### config.mk
export PLATFORM = sky130hd
export DESIGN_NAME = pcf_port_c_mux
export DESIGN_NICKNAME = d
export VERILOG_FILES = /design/src/logic/pcf_pkg.sv /design/src/logic/pcf_port_c_mux.sv
export SDC_FILE = /design/constraint.sdc
export NUM_CORES = 1
export LEC_CHECK = 0
export BUFFER_PORTS_ARGS = -buffer_cell sky130_fd_sc_hd__buf_2
export CAP_MARGIN = 10
export CORE_UTILIZATION = 55
export DETAILED_ROUTE_END_ITERATION = 10
export PLACE_DENSITY_LB_ADDON = 0.2
export SYNTH_ARGS = -nofsm -noshare
export SYNTH_HDL_FRONTEND = slang
export SYNTH_SLANG_ARGS = --single-unit
### constraint.sdc
create_clock -name clk_i -period 2.8 [get_ports clk_i]
set_input_delay 0.56 -clock clk_i [delete_from_list [all_inputs] [get_ports clk_i]]
set_output_delay 0.56 -clock clk_i [all_outputs]
set_load 0.01 [all_outputs]
### src/logic/pcf_pkg.sv
//----------------------------------------------------------------------
// pcf_pkg
//----------------------------------------------------------------------
// Purpose: constants and carriers of the port c function select mux
// Assumes: apb with 32-bit data, word index times four is the address
// Notes:   select fields reset to zero, the first function of each pin
package pcf_pkg;

	// ---------------------------------------------------------------
	// register indices and apb geometry
	// ---------------------------------------------------------------
	localparam int unsigned   PCF_ADDR_W     = 8;
	localparam logic [5:0]    PCF_IDX_SEL_LO = 6'h15; // low pin select
	localparam logic [5:0]    PCF_IDX_SEL_HI = 6'h16; // high pin select
	localparam logic [5:0]    PCF_IDX_GUARD  = 6'h17; // write guard
	localparam logic [5:0]    PCF_IDX_OWNER  = 6'h18; // owner enables
	localparam logic [15:0]   PCF_SEL_LO_MSK = 16'h75f1; // writable bits
	localparam logic [15:0]   PCF_SEL_HI_MSK = 16'h57f5; // writable bits
	localparam logic [15:0]   PCF_SEL_RST    = 16'h0000;
	localparam logic [15:0]   PCF_OWNER_RST  = 16'h0000;
	localparam logic [1:0]    PCF_GUARD_RST  = 2'h0;  // off, unlocked
	localparam int unsigned   PCF_GUARD_ON   = 0;     // guard field bits
	localparam int unsigned   PCF_GUARD_LOCK = 1;

	// ---------------------------------------------------------------
	// select field positions
	// ---------------------------------------------------------------
	localparam int unsigned   PCF_C0  = 0;   // single bit, low reg
	localparam int unsigned   PCF_C2  = 4;   // two bits, lsb
	localparam int unsigned   PCF_C3  = 6;   // two bits, lsb
	localparam int unsigned   PCF_C4  = 8;
	localparam int unsigned   PCF_C5  = 10;
	localparam int unsigned   PCF_C6  = 12;  // two bits, lsb
	localparam int unsigned   PCF_C7  = 14;
	localparam int unsigned   PCF_C8  = 0;   // single bit, high reg
	localparam int unsigned   PCF_C9  = 2;
	localparam int unsigned   PCF_C10 = 4;   // two bits, lsb
	localparam int unsigned   PCF_C11 = 6;   // two bits, lsb
	localparam int unsigned   PCF_C12 = 8;   // two bits, lsb
	localparam int unsigned   PCF_C13 = 10;
	localparam int unsigned   PCF_C14 = 12;
	localparam int unsigned   PCF_C15 = 14;

	// ---------------------------------------------------------------
	// pad modes and carriers
	// ---------------------------------------------------------------
	typedef enum logic [2:0] {
		PCF_PAD_NONE = 3'h0, // not connected to any function
		PCF_PAD_IN   = 3'h1, // digital input only
		PCF_PAD_IO   = 3'h2, // push-pull bidirectional
		PCF_PAD_OUT  = 3'h3, // digital output only
		PCF_PAD_OD   = 3'h6, // open-drain, oe means pull low
		PCF_PAD_AN   = 3'h7  // analog, digital buffers off
	} pcf_pad_mode_t;

	typedef struct packed {
		logic o;             // value driven
		logic oe;            // drive enable
	} pcf_drv_t;

	typedef struct packed {
		pcf_pad_mode_t mode;
		logic          o;
		logic          oe;
	} pcf_pin_t;

	// drives coming from the peripherals
	typedef struct packed {
		pcf_drv_t       spi_port0_slave_select;
		pcf_drv_t       uart0_transmit;
		pcf_drv_t [3:0] timer_a_channel;
		pcf_drv_t       timer_b_channel_zero;
		pcf_drv_t       spi_port0_master_out;
		pcf_drv_t       spi_port0_master_in;
		pcf_drv_t       spi_port0_shift_clock;
		pcf_drv_t       single_function;   // pin one, no field
		logic           comparator_a_output;
		logic           comparator_b_output;
		logic           system_clock_output;
		logic [1:0]     crossbar_output;
		logic           can0_transmit;
		logic           two_wire0_clock_low; // pull-low requests
		logic           two_wire0_data_low;
		logic           two_wire1_clock_low;
		logic           two_wire1_data_low;
	} pcf_from_per_t;

	// pin levels handed to the peripherals
	typedef struct packed {
		logic       spi_port0_slave_select;
		logic       uart0_transmit;
		logic       uart0_receive;
		logic       uart1_receive;
		logic [3:0] timer_a_channel;
		logic       timer_b_channel_zero;
		logic [7:2] crossbar_input;
		logic       external_clock_input;
		logic       two_wire0_clock;
		logic       two_wire0_data;
		logic       two_wire1_clock;
		logic       two_wire1_data;
		logic       can0_receive;
		logic       spi_port0_master_out;
		logic       spi_port0_master_in;
		logic       spi_port0_shift_clock;
		logic       single_function;
	} pcf_to_per_t;

	// whole state of the mux
	typedef struct packed {
		logic [15:0]               sel_lo;
		logic [15:0]               sel_hi;
		logic [15:0]               owner;
		logic                      guard_on;
		logic                      guard_lock;
		logic [15:0]               sync1;
		logic [15:0]               sync2;
		logic [15:0]               sync3;
		logic [15:0]               pin_val;
		logic [15:0]               pad_out;
		logic [15:0]               pad_oe;
		pcf_pad_mode_t [15:0]      pad_mode;
		pcf_to_per_t               to_per;
		logic [31:0]               prdata;
	} pcf_state_t;

endpackage

### src/logic/pcf_port_c_mux.sv
//----------------------------------------------------------------------
// pcf_port_c_mux
//----------------------------------------------------------------------
// Purpose: routes the sixteen port c pins to their peripheral functions
// Assumes: zero-wait apb slave, pins sampled through three flops
// Notes:   pad controls and peripheral inputs all come from flops
// Contract
// RQ1: single-function pin follows its owner enable
// RQ2: reserved select bits read zero, ignore writes
// RQ3: pin7 picks slave select or uart0 transmit
// RQ4: pin6 picks timer a2, crossbar3, comparator reference
// RQ5: pin5 picks converter output or crossbar7
// RQ6: pin4 picks timer a1 or comparator b
// RQ7: pin3 picks timer a0, comparator a, uart0 receive
// RQ8: pin2 picks uart0 tx, timer b0, crossbar2, clock
// RQ9: pin0 picks crystal pad or external clock
// RQ10: pin15 picks two-wire0 clock or crossbar out1
// RQ11: pin14 picks two-wire0 data or crossbar out0
// RQ12: pin13 picks timer a3 or crossbar input6
// RQ13: pin12 picks can receive, two-wire1 data, uart1
// RQ14: pin11 picks can transmit or two-wire1 clock
// RQ15: pin10 picks spi master out, crossbar5, master in
// RQ16: pin9 picks spi shift clock or crossbar4
// RQ17: pin8 picks spi master in or uart0 receive
// RQ18: chosen function also sets the pad mode
// RQ19: write guard blocks selects, lock until reset
// RQ20: owner enable chooses port or peripheral drive
// RQ21: reset to zero, reserved codes leave pin open
`timescale 1ns/1ps

module pcf_port_c_mux
	import pcf_pkg::*;
(
	// clock and reset
	input  wire logic                       clk_i,
	input  wire logic                       rst_b_i,
	// apb slave
	input  wire logic                       psel_i,
	input  wire logic                       penable_i,
	input  wire logic                       pwrite_i,
	input  wire logic [PCF_ADDR_W-1:0]      paddr_i,
	input  wire logic [31:0]                pwdata_i,
	output logic [31:0]                     prdata_o,
	output logic                            pready_o,
	output logic                            pslverr_o,
	// port's own gpio drive
	input  wire logic [15:0]                gpio_out_i,
	input  wire logic [15:0]                gpio_oe_i,
	// peripherals
	input  wire pcf_from_per_t              from_per_i,
	output pcf_to_per_t                     to_per_o,
	// pad cells
	input  wire logic [15:0]                pad_in_i,
	output logic [15:0]                     pad_out_o,
	output logic [15:0]                     pad_oe_o,
	output pcf_pad_mode_t [15:0]            pad_mode_o
);

	//------------------------------------------------------------------
	// helpers
	//------------------------------------------------------------------

	// true when the bus address names register index idx
	function automatic logic hit(input logic [PCF_ADDR_W-1:0] a,
		input logic [5:0] idx);
		return a == {idx, 2'b00};
	endfunction

	// push-pull bidirectional function
	function automatic pcf_pin_t f_io(input pcf_drv_t d);
		return '{mode: PCF_PAD_IO, o: d.o, oe: d.oe};
	endfunction

	// output-only function, always driving
	function automatic pcf_pin_t f_out(input logic o);
		return '{mode: PCF_PAD_OUT, o: o, oe: 1'b1};
	endfunction

	// open-drain: drive low when asked, otherwise float
	function automatic pcf_pin_t f_od(input logic low);
		return '{mode: PCF_PAD_OD, o: 1'b0, oe: low};
	endfunction

	// input-only, analog or unconnected pads never drive
	function automatic pcf_pin_t f_quiet(input pcf_pad_mode_t m);
		return '{mode: m, o: 1'b0, oe: 1'b0};
	endfunction

	// pin level when routed, idle level otherwise
	function automatic logic fed(input logic c, input logic v,
		input logic idle);
		return c ? v : idle;
	endfunction

	//------------------------------------------------------------------
	// state
	//------------------------------------------------------------------
	pcf_state_t    st_ff;          // all registers of the block
	pcf_state_t    nxt_st;         // next value of st_ff
	pcf_pin_t      pin [16];       // per-pin peripheral choice
	logic [15:0]   s0;             // low select register
	logic [15:0]   s1;             // high select register
	logic [15:0]   ow;             // peripheral ownership per pin
	logic [15:0]   pv;             // filtered pin level
	logic          wr;             // apb write in access phase
	logic          setup;          // apb setup phase
	logic          mapped;         // address names a register
	logic          sel_open;       // select and owner writes allowed

	assign s0 = st_ff.sel_lo;
	assign s1 = st_ff.sel_hi;
	assign ow = st_ff.owner;
	assign pv = st_ff.pin_val;
	assign wr = psel_i & penable_i & pwrite_i;
	assign setup = psel_i & ~penable_i;
	assign mapped = hit(paddr_i, PCF_IDX_SEL_LO)
		| hit(paddr_i, PCF_IDX_SEL_HI)
		| hit(paddr_i, PCF_IDX_GUARD)
		| hit(paddr_i, PCF_IDX_OWNER);
	assign sel_open = ~st_ff.guard_on;

	//------------------------------------------------------------------
	// outputs
	//------------------------------------------------------------------
	// zero-wait slave: read data is captured in the setup phase
	assign pready_o   = 1'b1;
	assign pslverr_o  = psel_i & penable_i & ~mapped;
	assign prdata_o   = st_ff.prdata;
	assign pad_out_o  = st_ff.pad_out;
	assign pad_oe_o   = st_ff.pad_oe;
	assign pad_mode_o = st_ff.pad_mode;
	assign to_per_o   = st_ff.to_per;

	//------------------------------------------------------------------
	// next-state logic
	//------------------------------------------------------------------
	always_comb
	begin
		nxt_st = st_ff;

		// pin filter: a level counts once stages two and three agree;
		// stage one is seen only by stage two
		nxt_st.sync1 = pad_in_i;
		nxt_st.sync2 = st_ff.sync1;
		nxt_st.sync3 = st_ff.sync2;
		nxt_st.pin_val = (st_ff.sync2 & st_ff.sync3)
			| (st_ff.pin_val & (st_ff.sync2 | st_ff.sync3));

		// register writes, taken at the access edge
		if (wr && sel_open && hit(paddr_i, PCF_IDX_SEL_LO))
		begin
			nxt_st.sel_lo = pwdata_i[15:0] & PCF_SEL_LO_MSK; // [RQ2] [RQ19]
		end
		if (wr && sel_open && hit(paddr_i, PCF_IDX_SEL_HI))
		begin
			nxt_st.sel_hi = pwdata_i[15:0] & PCF_SEL_HI_MSK; // [RQ2] [RQ19]
		end
		// ownership enables sit under the same guard
		if (wr && sel_open && hit(paddr_i, PCF_IDX_OWNER))
		begin
			nxt_st.owner = pwdata_i[15:0]; // [RQ19]
		end
		// once locked, the guard only changes at reset
		if (wr && !st_ff.guard_lock && hit(paddr_i, PCF_IDX_GUARD))
		begin
			nxt_st.guard_on   = pwdata_i[PCF_GUARD_ON];   // [RQ19]
			nxt_st.guard_lock = pwdata_i[PCF_GUARD_LOCK]; // [RQ19]
		end

		// read data, captured in setup so it stands during access
		if (setup)
		begin
			nxt_st.prdata = '0;
			if (hit(paddr_i, PCF_IDX_SEL_LO))
			begin
				nxt_st.prdata[15:0] = st_ff.sel_lo; // [RQ2]
			end
			else if (hit(paddr_i, PCF_IDX_SEL_HI))
			begin
				nxt_st.prdata[15:0] = st_ff.sel_hi; // [RQ2]
			end
			else if (hit(paddr_i, PCF_IDX_GUARD))
			begin
				nxt_st.prdata[PCF_GUARD_ON]   = st_ff.guard_on;
				nxt_st.prdata[PCF_GUARD_LOCK] = st_ff.guard_lock;
			end
			else if (hit(paddr_i, PCF_IDX_OWNER))
			begin
				nxt_st.prdata[15:0] = st_ff.owner;
			end
		end

		// pad side of each function; reserved codes stay quiet
		pin[0] = s0[PCF_C0] ? f_quiet(PCF_PAD_IN)
			: f_quiet(PCF_PAD_AN);                       // [RQ9] [RQ18]
		pin[1] = f_io(from_per_i.single_function);       // [RQ1]
		case (s0[PCF_C2 +: 2])                           // [RQ8]
			2'b00:   pin[2] = f_io(from_per_i.uart0_transmit);
			2'b01:   pin[2] = f_io(from_per_i.timer_b_channel_zero);
			2'b10:   pin[2] = f_quiet(PCF_PAD_IN);
			default: pin[2] = f_out(from_per_i.system_clock_output);
		endcase
		case (s0[PCF_C3 +: 2])                           // [RQ7]
			2'b00:   pin[3] = f_io(from_per_i.timer_a_channel[0]);
			2'b01:   pin[3] = f_out(from_per_i.comparator_a_output);
			2'b10:   pin[3] = f_quiet(PCF_PAD_IN);
			default: pin[3] = f_quiet(PCF_PAD_NONE);     // [RQ21]
		endcase
		pin[4] = s0[PCF_C4] ? f_out(from_per_i.comparator_b_output)
			: f_io(from_per_i.timer_a_channel[1]);       // [RQ6]
		pin[5] = s0[PCF_C5] ? f_quiet(PCF_PAD_IN)
			: f_quiet(PCF_PAD_AN);                       // [RQ5] [RQ18]
		case (s0[PCF_C6 +: 2])                           // [RQ4]
			2'b00:   pin[6] = f_io(from_per_i.timer_a_channel[2]);
			2'b01:   pin[6] = f_quiet(PCF_PAD_IN);
			2'b10:   pin[6] = f_quiet(PCF_PAD_AN);       // [RQ18]
			default: pin[6] = f_quiet(PCF_PAD_NONE);     // [RQ21]
		endcase
		pin[7] = s0[PCF_C7] ? f_io(from_per_i.uart0_transmit)
			: f_io(from_per_i.spi_port0_slave_select);   // [RQ3]
		pin[8] = s1[PCF_C8] ? f_quiet(PCF_PAD_IN)
			: f_io(from_per_i.spi_port0_master_in);      // [RQ17]
		pin[9] = s1[PCF_C9] ? f_quiet(PCF_PAD_IN)
			: f_io(from_per_i.spi_port0_shift_clock);    // [RQ16]
		case (s1[PCF_C10 +: 2])                          // [RQ15]
			2'b00:   pin[10] = f_io(from_per_i.spi_port0_master_out);
			2'b01:   pin[10] = f_quiet(PCF_PAD_IN);
			2'b10:   pin[10] = f_io(from_per_i.spi_port0_master_in);
			default: pin[10] = f_quiet(PCF_PAD_NONE);    // [RQ21]
		endcase
		case (s1[PCF_C11 +: 2])                          // [RQ14]
			2'b00:   pin[11] = f_od(from_per_i.can0_transmit);
			2'b01:   pin[11] = f_od(from_per_i.two_wire1_clock_low);
			default: pin[11] = f_quiet(PCF_PAD_NONE);    // [RQ21]
		endcase
		case (s1[PCF_C12 +: 2])                          // [RQ13]
			2'b00:   pin[12] = f_quiet(PCF_PAD_IN);
			2'b01:   pin[12] = f_od(from_per_i.two_wire1_data_low);
			2'b10:   pin[12] = f_quiet(PCF_PAD_IN);
			default: pin[12] = f_quiet(PCF_PAD_NONE);    // [RQ21]
		endcase
		pin[13] = s1[PCF_C13] ? f_quiet(PCF_PAD_IN)
			: f_io(from_per_i.timer_a_channel[3]);       // [RQ12]
		pin[14] = s1[PCF_C14] ? f_out(from_per_i.crossbar_output[0])
			: f_od(from_per_i.two_wire0_data_low);       // [RQ11] [RQ18]
		pin[15] = s1[PCF_C15] ? f_out(from_per_i.crossbar_output[1])
			: f_od(from_per_i.two_wire0_clock_low);      // [RQ10] [RQ18]

		// owner enable hands the pad to the peripheral or the port
		for (int i = 0; i < 16; i++)
		begin
			if (ow[i])
			begin
				nxt_st.pad_out[i]  = pin[i].o;               // [RQ20]
				nxt_st.pad_oe[i]   = pin[i].oe;              // [RQ18]
				nxt_st.pad_mode[i] = pin[i].mode;            // [RQ18]
			end
			else
			begin
				nxt_st.pad_out[i]  = gpio_out_i[i];          // [RQ20]
				nxt_st.pad_oe[i]   = gpio_oe_i[i];
				nxt_st.pad_mode[i] = PCF_PAD_IO;
			end
		end

		// pin levels to peripherals; an unrouted input rests at its
		// idle level so a serial receiver does not see a false start
		nxt_st.to_per.external_clock_input =
			fed(ow[0] && s0[PCF_C0], pv[0], 1'b0);           // [RQ9]
		nxt_st.to_per.single_function =
			fed(ow[1], pv[1], 1'b0);                         // [RQ1]
		nxt_st.to_per.timer_b_channel_zero =
			fed(ow[2] && s0[PCF_C2 +: 2] == 2'b01, pv[2], 1'b0); // [RQ8]
		nxt_st.to_per.crossbar_input[2] =
			fed(ow[2] && s0[PCF_C2 +: 2] == 2'b10, pv[2], 1'b0); // [RQ8]
		// uart0 transmit may sit on pin 2 or 7; pin 2 wins a clash
		nxt_st.to_per.uart0_transmit =
			fed(ow[2] && s0[PCF_C2 +: 2] == 2'b00, pv[2],
			fed(ow[7] && s0[PCF_C7], pv[7], 1'b1));          // [RQ3] [RQ8]
		nxt_st.to_per.timer_a_channel[0] =
			fed(ow[3] && s0[PCF_C3 +: 2] == 2'b00, pv[3], 1'b0); // [RQ7]
		// uart0 receive may sit on pin 3 or 8; pin 3 wins a clash
		nxt_st.to_per.uart0_receive =
			fed(ow[3] && s0[PCF_C3 +: 2] == 2'b10, pv[3],
			fed(ow[8] && s1[PCF_C8], pv[8], 1'b1));          // [RQ7] [RQ17]
		nxt_st.to_per.timer_a_channel[1] =
			fed(ow[4] && !s0[PCF_C4], pv[4], 1'b0);          // [RQ6]
		nxt_st.to_per.crossbar_input[7] =
			fed(ow[5] && s0[PCF_C5], pv[5], 1'b0);           // [RQ5]
		nxt_st.to_per.timer_a_channel[2] =
			fed(ow[6] && s0[PCF_C6 +: 2] == 2'b00, pv[6], 1'b0); // [RQ4]
		nxt_st.to_per.crossbar_input[3] =
			fed(ow[6] && s0[PCF_C6 +: 2] == 2'b01, pv[6], 1'b0); // [RQ4]
		nxt_st.to_per.spi_port0_slave_select =
			fed(ow[7] && !s0[PCF_C7], pv[7], 1'b1);          // [RQ3]
		// master in may sit on pin 8 or 10; pin 8 wins a clash
		nxt_st.to_per.spi_port0_master_in =
			fed(ow[8] && !s1[PCF_C8], pv[8],
			fed(ow[10] && s1[PCF_C10 +: 2] == 2'b10, pv[10], 1'b0));
		nxt_st.to_per.spi_port0_shift_clock =
			fed(ow[9] && !s1[PCF_C9], pv[9], 1'b0);          // [RQ16]
		nxt_st.to_per.crossbar_input[4] =
			fed(ow[9] && s1[PCF_C9], pv[9], 1'b0);           // [RQ16]
		nxt_st.to_per.spi_port0_master_out =
			fed(ow[10] && s1[PCF_C10 +: 2] == 2'b00, pv[10], 1'b0);
		nxt_st.to_per.crossbar_input[5] =
			fed(ow[10] && s1[PCF_C10 +: 2] == 2'b01, pv[10], 1'b0);
		nxt_st.to_per.two_wire1_clock =
			fed(ow[11] && s1[PCF_C11 +: 2] == 2'b01, pv[11], 1'b1);
		nxt_st.to_per.can0_receive =
			fed(ow[12] && s1[PCF_C12 +: 2] == 2'b00, pv[12], 1'b1);
		nxt_st.to_per.two_wire1_data =
			fed(ow[12] && s1[PCF_C12 +: 2] == 2'b01, pv[12], 1'b1);
		nxt_st.to_per.uart1_receive =
			fed(ow[12] && s1[PCF_C12 +: 2] == 2'b10, pv[12], 1'b1);
		nxt_st.to_per.timer_a_channel[3] =
			fed(ow[13] && !s1[PCF_C13], pv[13], 1'b0);       // [RQ12]
		nxt_st.to_per.crossbar_input[6] =
			fed(ow[13] && s1[PCF_C13], pv[13], 1'b0);        // [RQ12]
		nxt_st.to_per.two_wire0_data =
			fed(ow[14] && !s1[PCF_C14], pv[14], 1'b1);       // [RQ11]
		nxt_st.to_per.two_wire0_clock =
			fed(ow[15] && !s1[PCF_C15], pv[15], 1'b1);       // [RQ10]
	end

	//------------------------------------------------------------------
	// state register
	//------------------------------------------------------------------
	// synchronous reset; selects and owners start at zero
	always_ff @(posedge clk_i)
	begin
		if (!rst_b_i)
		begin
			st_ff            <= '0;
			st_ff.sel_lo     <= PCF_SEL_RST;                 // [RQ21]
			st_ff.sel_hi     <= PCF_SEL_RST;                 // [RQ21]
			st_ff.owner      <= PCF_OWNER_RST;
			st_ff.guard_on   <= PCF_GUARD_RST[PCF_GUARD_ON]; // [RQ19]
			st_ff.guard_lock <= PCF_GUARD_RST[PCF_GUARD_LOCK];
		end
		else
		begin
			st_ff <= nxt_st;
		end
	end

endmodule

======== Word level (Yosys, flattened, before mapping) ========
Cells that the tools add are included.
word-level totals
  logic and storage cells ................. 270
  register bits after elaboration ......... 224
operators by class
  bitwise logic cells ..................... 14
  eq/ne operators ......................... 15
  reduce and logical (&&, ||, !) cells .... 78
  mux-type cells .......................... 95
operators by type and width
  kind                                                                   count
  16-bit 2-to-1 mux                                                      4
  62-bit 2-to-1 mux                                                      1
  1-bit 2-to-1 mux                                                       60
  2-bit AND reduction                                                    30
  4-bit case mux with 3 select lines                                     3
  1-bit logical AND                                                      33
  16-bit bitwise AND                                                     2
  8-bit by 7-bit equality test with 1-bit output, second input constant  4
  16-bit bitwise OR                                                      2
  2-bit 2-to-1 mux                                                       14
  5-bit 2-to-1 mux                                                       4
  5-bit case mux with 2 select lines                                     2
  5-bit case mux with 3 select lines                                     1
  14-bit 2-to-1 mux                                                      1
  2-bit by 1-bit equality test with 1-bit output, second input constant  6
  2-bit logical NOT                                                      6
  4-bit 2-to-1 mux                                                       3
  2-bit equality test, second input constant                             5
  1-bit logical NOT                                                      8
  3-bit 2-to-1 mux                                                       2
  1-bit bitwise AND                                                      4
  1-bit inverter                                                         3
  1-bit bitwise OR                                                       3
  2-bit OR reduction                                                     1

======== Longest topological paths before layout ========
  depth in word-level cells ............... 7
  gate-level depth with buffers ........... 6

======== Least setup slack after synthesis ========
No wires, ideal clock.
  path type ............................... input-to-output
  start point ............................. input paddr_i[7]
  end point ............................... output pslverr_o
  required time ........................... 2240 ps
  stages .................................. 4
  slack ................................... 680 ps
  data arrival time ....................... 1560 ps
  path through ............................ nor4b_2 -> and2_0 -> buf_2 -> nor3_1
on the way
  cells in the longest elaborated chain, start to end .. 6
RTL lines
  item                                            line                   source
  from (decl)                                     pcf_port_c_mux.sv:41   input wire logic [PCF_ADDR_W-1:0] paddr_i,
  8-bit by 7-bit equality test with 1-bit output  pcf_port_c_mux.sv:66   return a == {idx, 2'b00};
  1-bit bitwise OR                                pcf_port_c_mux.sv:117  | hit(paddr_i, PCF_IDX_SEL_HI)
  1-bit bitwise OR                                pcf_port_c_mux.sv:118  | hit(paddr_i, PCF_IDX_GUARD)
  1-bit bitwise OR *                              pcf_port_c_mux.sv:119  | hit(paddr_i, PCF_IDX_OWNER);
  1-bit inverter *                                pcf_port_c_mux.sv:127  assign pslverr_o = psel_i & penable_i & ~mapped;
  1-bit bitwise AND *                             pcf_port_c_mux.sv:127
  to (decl)                                       pcf_port_c_mux.sv:45   output logic pslverr_o,
Mark *: on every way between the ends. The rest lies on a longest branch, timed or not.

======== Final worst setup path ========
Same ends and word-level chain as after synthesis.

==> reports/qor.yml <==
outcome:
  status: "complete, no violations"
timing:
  finalMaxSlewViolations: 0
  hold_viol_final: 0
  relSlewSlack: 0.6212
  setup_violations: 0
  setup_tns_ns: 0
  rsz0062_at_grt: "false"
  finalCritPeriodShare: 0.8117
  worstMarginPinSlew_ns: 0.5682
  layout_min_cycle_time_ns: 2.273
  finalClockSkew_ns: 0.008096
  fmax_ghz: 0.4400
floorplan:
  num_io_pins: 264
  die_h_um: 124.0
  fp.dieW_um: 124.0
  die-area_mm2: 0.01536
  start_util: 0.5628
  core_area_mm2: 0.01453
  num_rows: 44
pwr:
  power_frac_clock: 0.471
  power_frac_comb: 0.054
  power_frac_seq: 0.475
  p_sw_frac: 0.2059
  p_int_mw: 5.143
  finalPower_mw: 6.476
  peakVddDrop_mv: 0.4167
  switchingPower_mw: 1.333
  power.density_mw_per_mm2: 696.0
  p_leak_nw: 4.210
global_routing:
  grt_max_degree: 99
  antenna_found_initial: 2
  grtUsageTotal: 0.2284
  grt_overflow: 0
  grt_pass1_vias: 5306
  grt_pass1_wl_mm: 27.03
clock_network:
  cts.sinks: 209
  postCtsHoldBufs: 0
  cts_buffers: 22
  cts_max_path_buffers: 3
  clock-root-buffer: "clkbuf_16"
  clk_pin_slew_ns: 0.06
  postCtsSetupBuffers: 0
  tritoncts: "built"
  insertion_delay_ns: 0.49
  cts_resized: 0
  htree_levels: 1
synthesis:
  ys_seq_elements: 209
  seq_area_frac_synth: 0.5115
  syn_avg_cell_area_um2: 9.490
  synth.distinct_cells: 53
  synthCells: 862
  yosys_most_used_dff: "dfxtp_1"
  synthArstFlopShare: 0
  syn_area_mm2: 0.008180
  ys_warn_count: 0
  synth_edf_count: 0
place:
  port_buffers: 218
  routabilityCongestion: 0.8417
  dp_hpwl_mm: 12.01
finish:
  layout_commonest_cell: "buf_2"
  final_cell_mix: "buf_2, dfxtp_1, a21oi_1"
  synthToLayoutAreaGrowth_pct: 13.75
  drive_gt1_frac: 0.2866
  fin_nets: 1099
routing:
  vias_per_cell: 5.027
  drtPass1Iterations: 4
  drt-total-wl_mm: 17.82
  drc: 0
  wire_per_inst_um: 15.33
  drtIter0Drc: 301
  num_vias: 5841
  ant_nets: 0
worst_setup_path:
  arrival_ns: 1.71
  crit_chain: "buf_2 > or4b_4 > nor3_1 > nor3_1 > buf_2"
  critPathSlowestCell: "or4b_4"
  crit_required_ns: 2.24
  endpoint_kind: "primary output"
  cpPeakStageDelay_ns: 0.61
  crit_fanout: 4
  cp-start-kind: "input port"
  crit_type: "input port to primary output"
hold_path:
  min_path_type: "input port to register"
job:
  drv_cap: 0
[sequential cells by signal, indices dropped and copies added, names as in the netlist, 11 cells and up]
name / flops
nxt_st: 32
ow: 16
pad_mode_o: 33
pad_oe_o: 16
pad_out_o: 16
prdata_o: 16
pv: 16
s1: 11
st_ff: 18
to_per_o: 25
[worst max-delay path: cells and delay by family]
family                 cells  cell delay [ns]
AND/OR/NAND/NOR            3             0.89
buffers and inverters      2             0.26
[cell type report]
class	count	area [µm²]
inverter	16	62.56
antenna	1	2.502
sequential	209	4184
multi-input combinational	482	2823
tap	184	230.2
timing repair buffer	234	1224
clock buffer	30	671.9
fill	1255	5229
clock inverter	6	107.6
[Yosys cell counts, types with 2 or more instances]
cell	n	area share
buf_2	4	0.0024
and2_1	53	0.041
o21bai_1	2	0.0018
o21ai_0	31	0.019
o22ai_1	4	0.0031
nor4b_1	2	0.0021
clkbuf_1	34	0.016
o31ai_1	2	0.0018
a31oi_1	3	0.0023
nor3_1	23	0.014
nor2_1	54	0.025
nand3_1	29	0.018
mux2_2	2	0.0028
nand2b_1	9	0.0069
a21oi_1	72	0.044
and4_1	5	0.0054
dfxtp_1	209	0.51
and3_1	16	0.012
buf_4	138	0.13
a221oi_1	10	0.011
mux2i_1	30	0.037
buf_1	4	0.0018
nor4_1	2	0.0015
conb_1	2	0.00092
nor3b_1	6	0.0055
a32o_1	2	0.0024
a22oi_1	2	0.0018
a211oi_1	3	0.0028
inv_1	15	0.0069
nor2b_1	15	0.011
nand2_1	48	0.022
and4b_1	2	0.0024
ha_1	9	0.014
[path summary, 6_finish.rpt]
| kind | startpoint | cells after the start | end | slack [ns] |
|---|---|---|---|---|
| max | paddr_i[7] | 5 | pslverr_o | 0.53 |
| min | pad_in_i[3] | 2 | nxt_st[172]$_SDFF_PN0_ | 0.27 |
| max reg2reg | st_ff[202]$_SDFFE_PN0P_ | 5 | s0[8]$_SDFFE_PN0P_ | 1.03 |
| min reg2reg | nxt_st[178]$_SDFF_PN0_ | 1 | nxt_st[162]$_SDFF_PN0_ | 0.43 |
[routing by layer]
layer | track usage | part of all wire | vias up
li1 | - | - | 2933
met1 | 0.2986 | 0.45 | 2710
met2 | 0.3861 | 0.48 | 176
met3 | 0.04945 | 0.067 | 22
met4 | 0.04985 | 0.010 | 0
met5 | 0 | 0 | -
[per-stage QoR]
stage	worst slack (ns)	utilization	instances	instance area [µm²]	hold WS (ns)
2_1_floorplan	0.6797	-	889	8282	0.4119
3_3_place_gp	0.5311	0.5864	1125	8523	0.4131
3_5_place_dp	0.5244	0.5864	1125	8523	0.4181
4_1_cts	0.5237	0.6401	1161	9303	0.2617
5_1_grt	0.4686	0.6401	1161	9303	0.2611
6_report	0.5272	0.6402	1162	9305	0.2727
[power groups by stage]
stage | registers (mW) | logic, mW | clock network [mW]
3_5_place_dp | 3.14 | 0.351 | 0
5_1_grt | 3.08 | 0.389 | 3.24
3_3_place_gp | 3.14 | 0.348 | 0
4_1_cts | 3.08 | 0.353 | 3.10
2_1_floorplan | 3.14 | 0.273 | 0
6_report | 3.07 | 0.350 | 3.05
[cell families (layout without fill, tap and decap cells)]
group                    count (synthesis)  after routing  share of synthesized area
adder cells (fa/ha/maj)                  9              9                    0.01377
buffers and inverters                  198            286                     0.1559
AND/OR/NAND/NOR                        273            273                     0.1799
AO/OA/AOI/OAI                          139            139                    0.09865
multiplexers                            32             32                    0.03946
flip-flops                             209            209                     0.5115
other                                    2             30                  0.0009181
(Power assumes the default switching activity.)
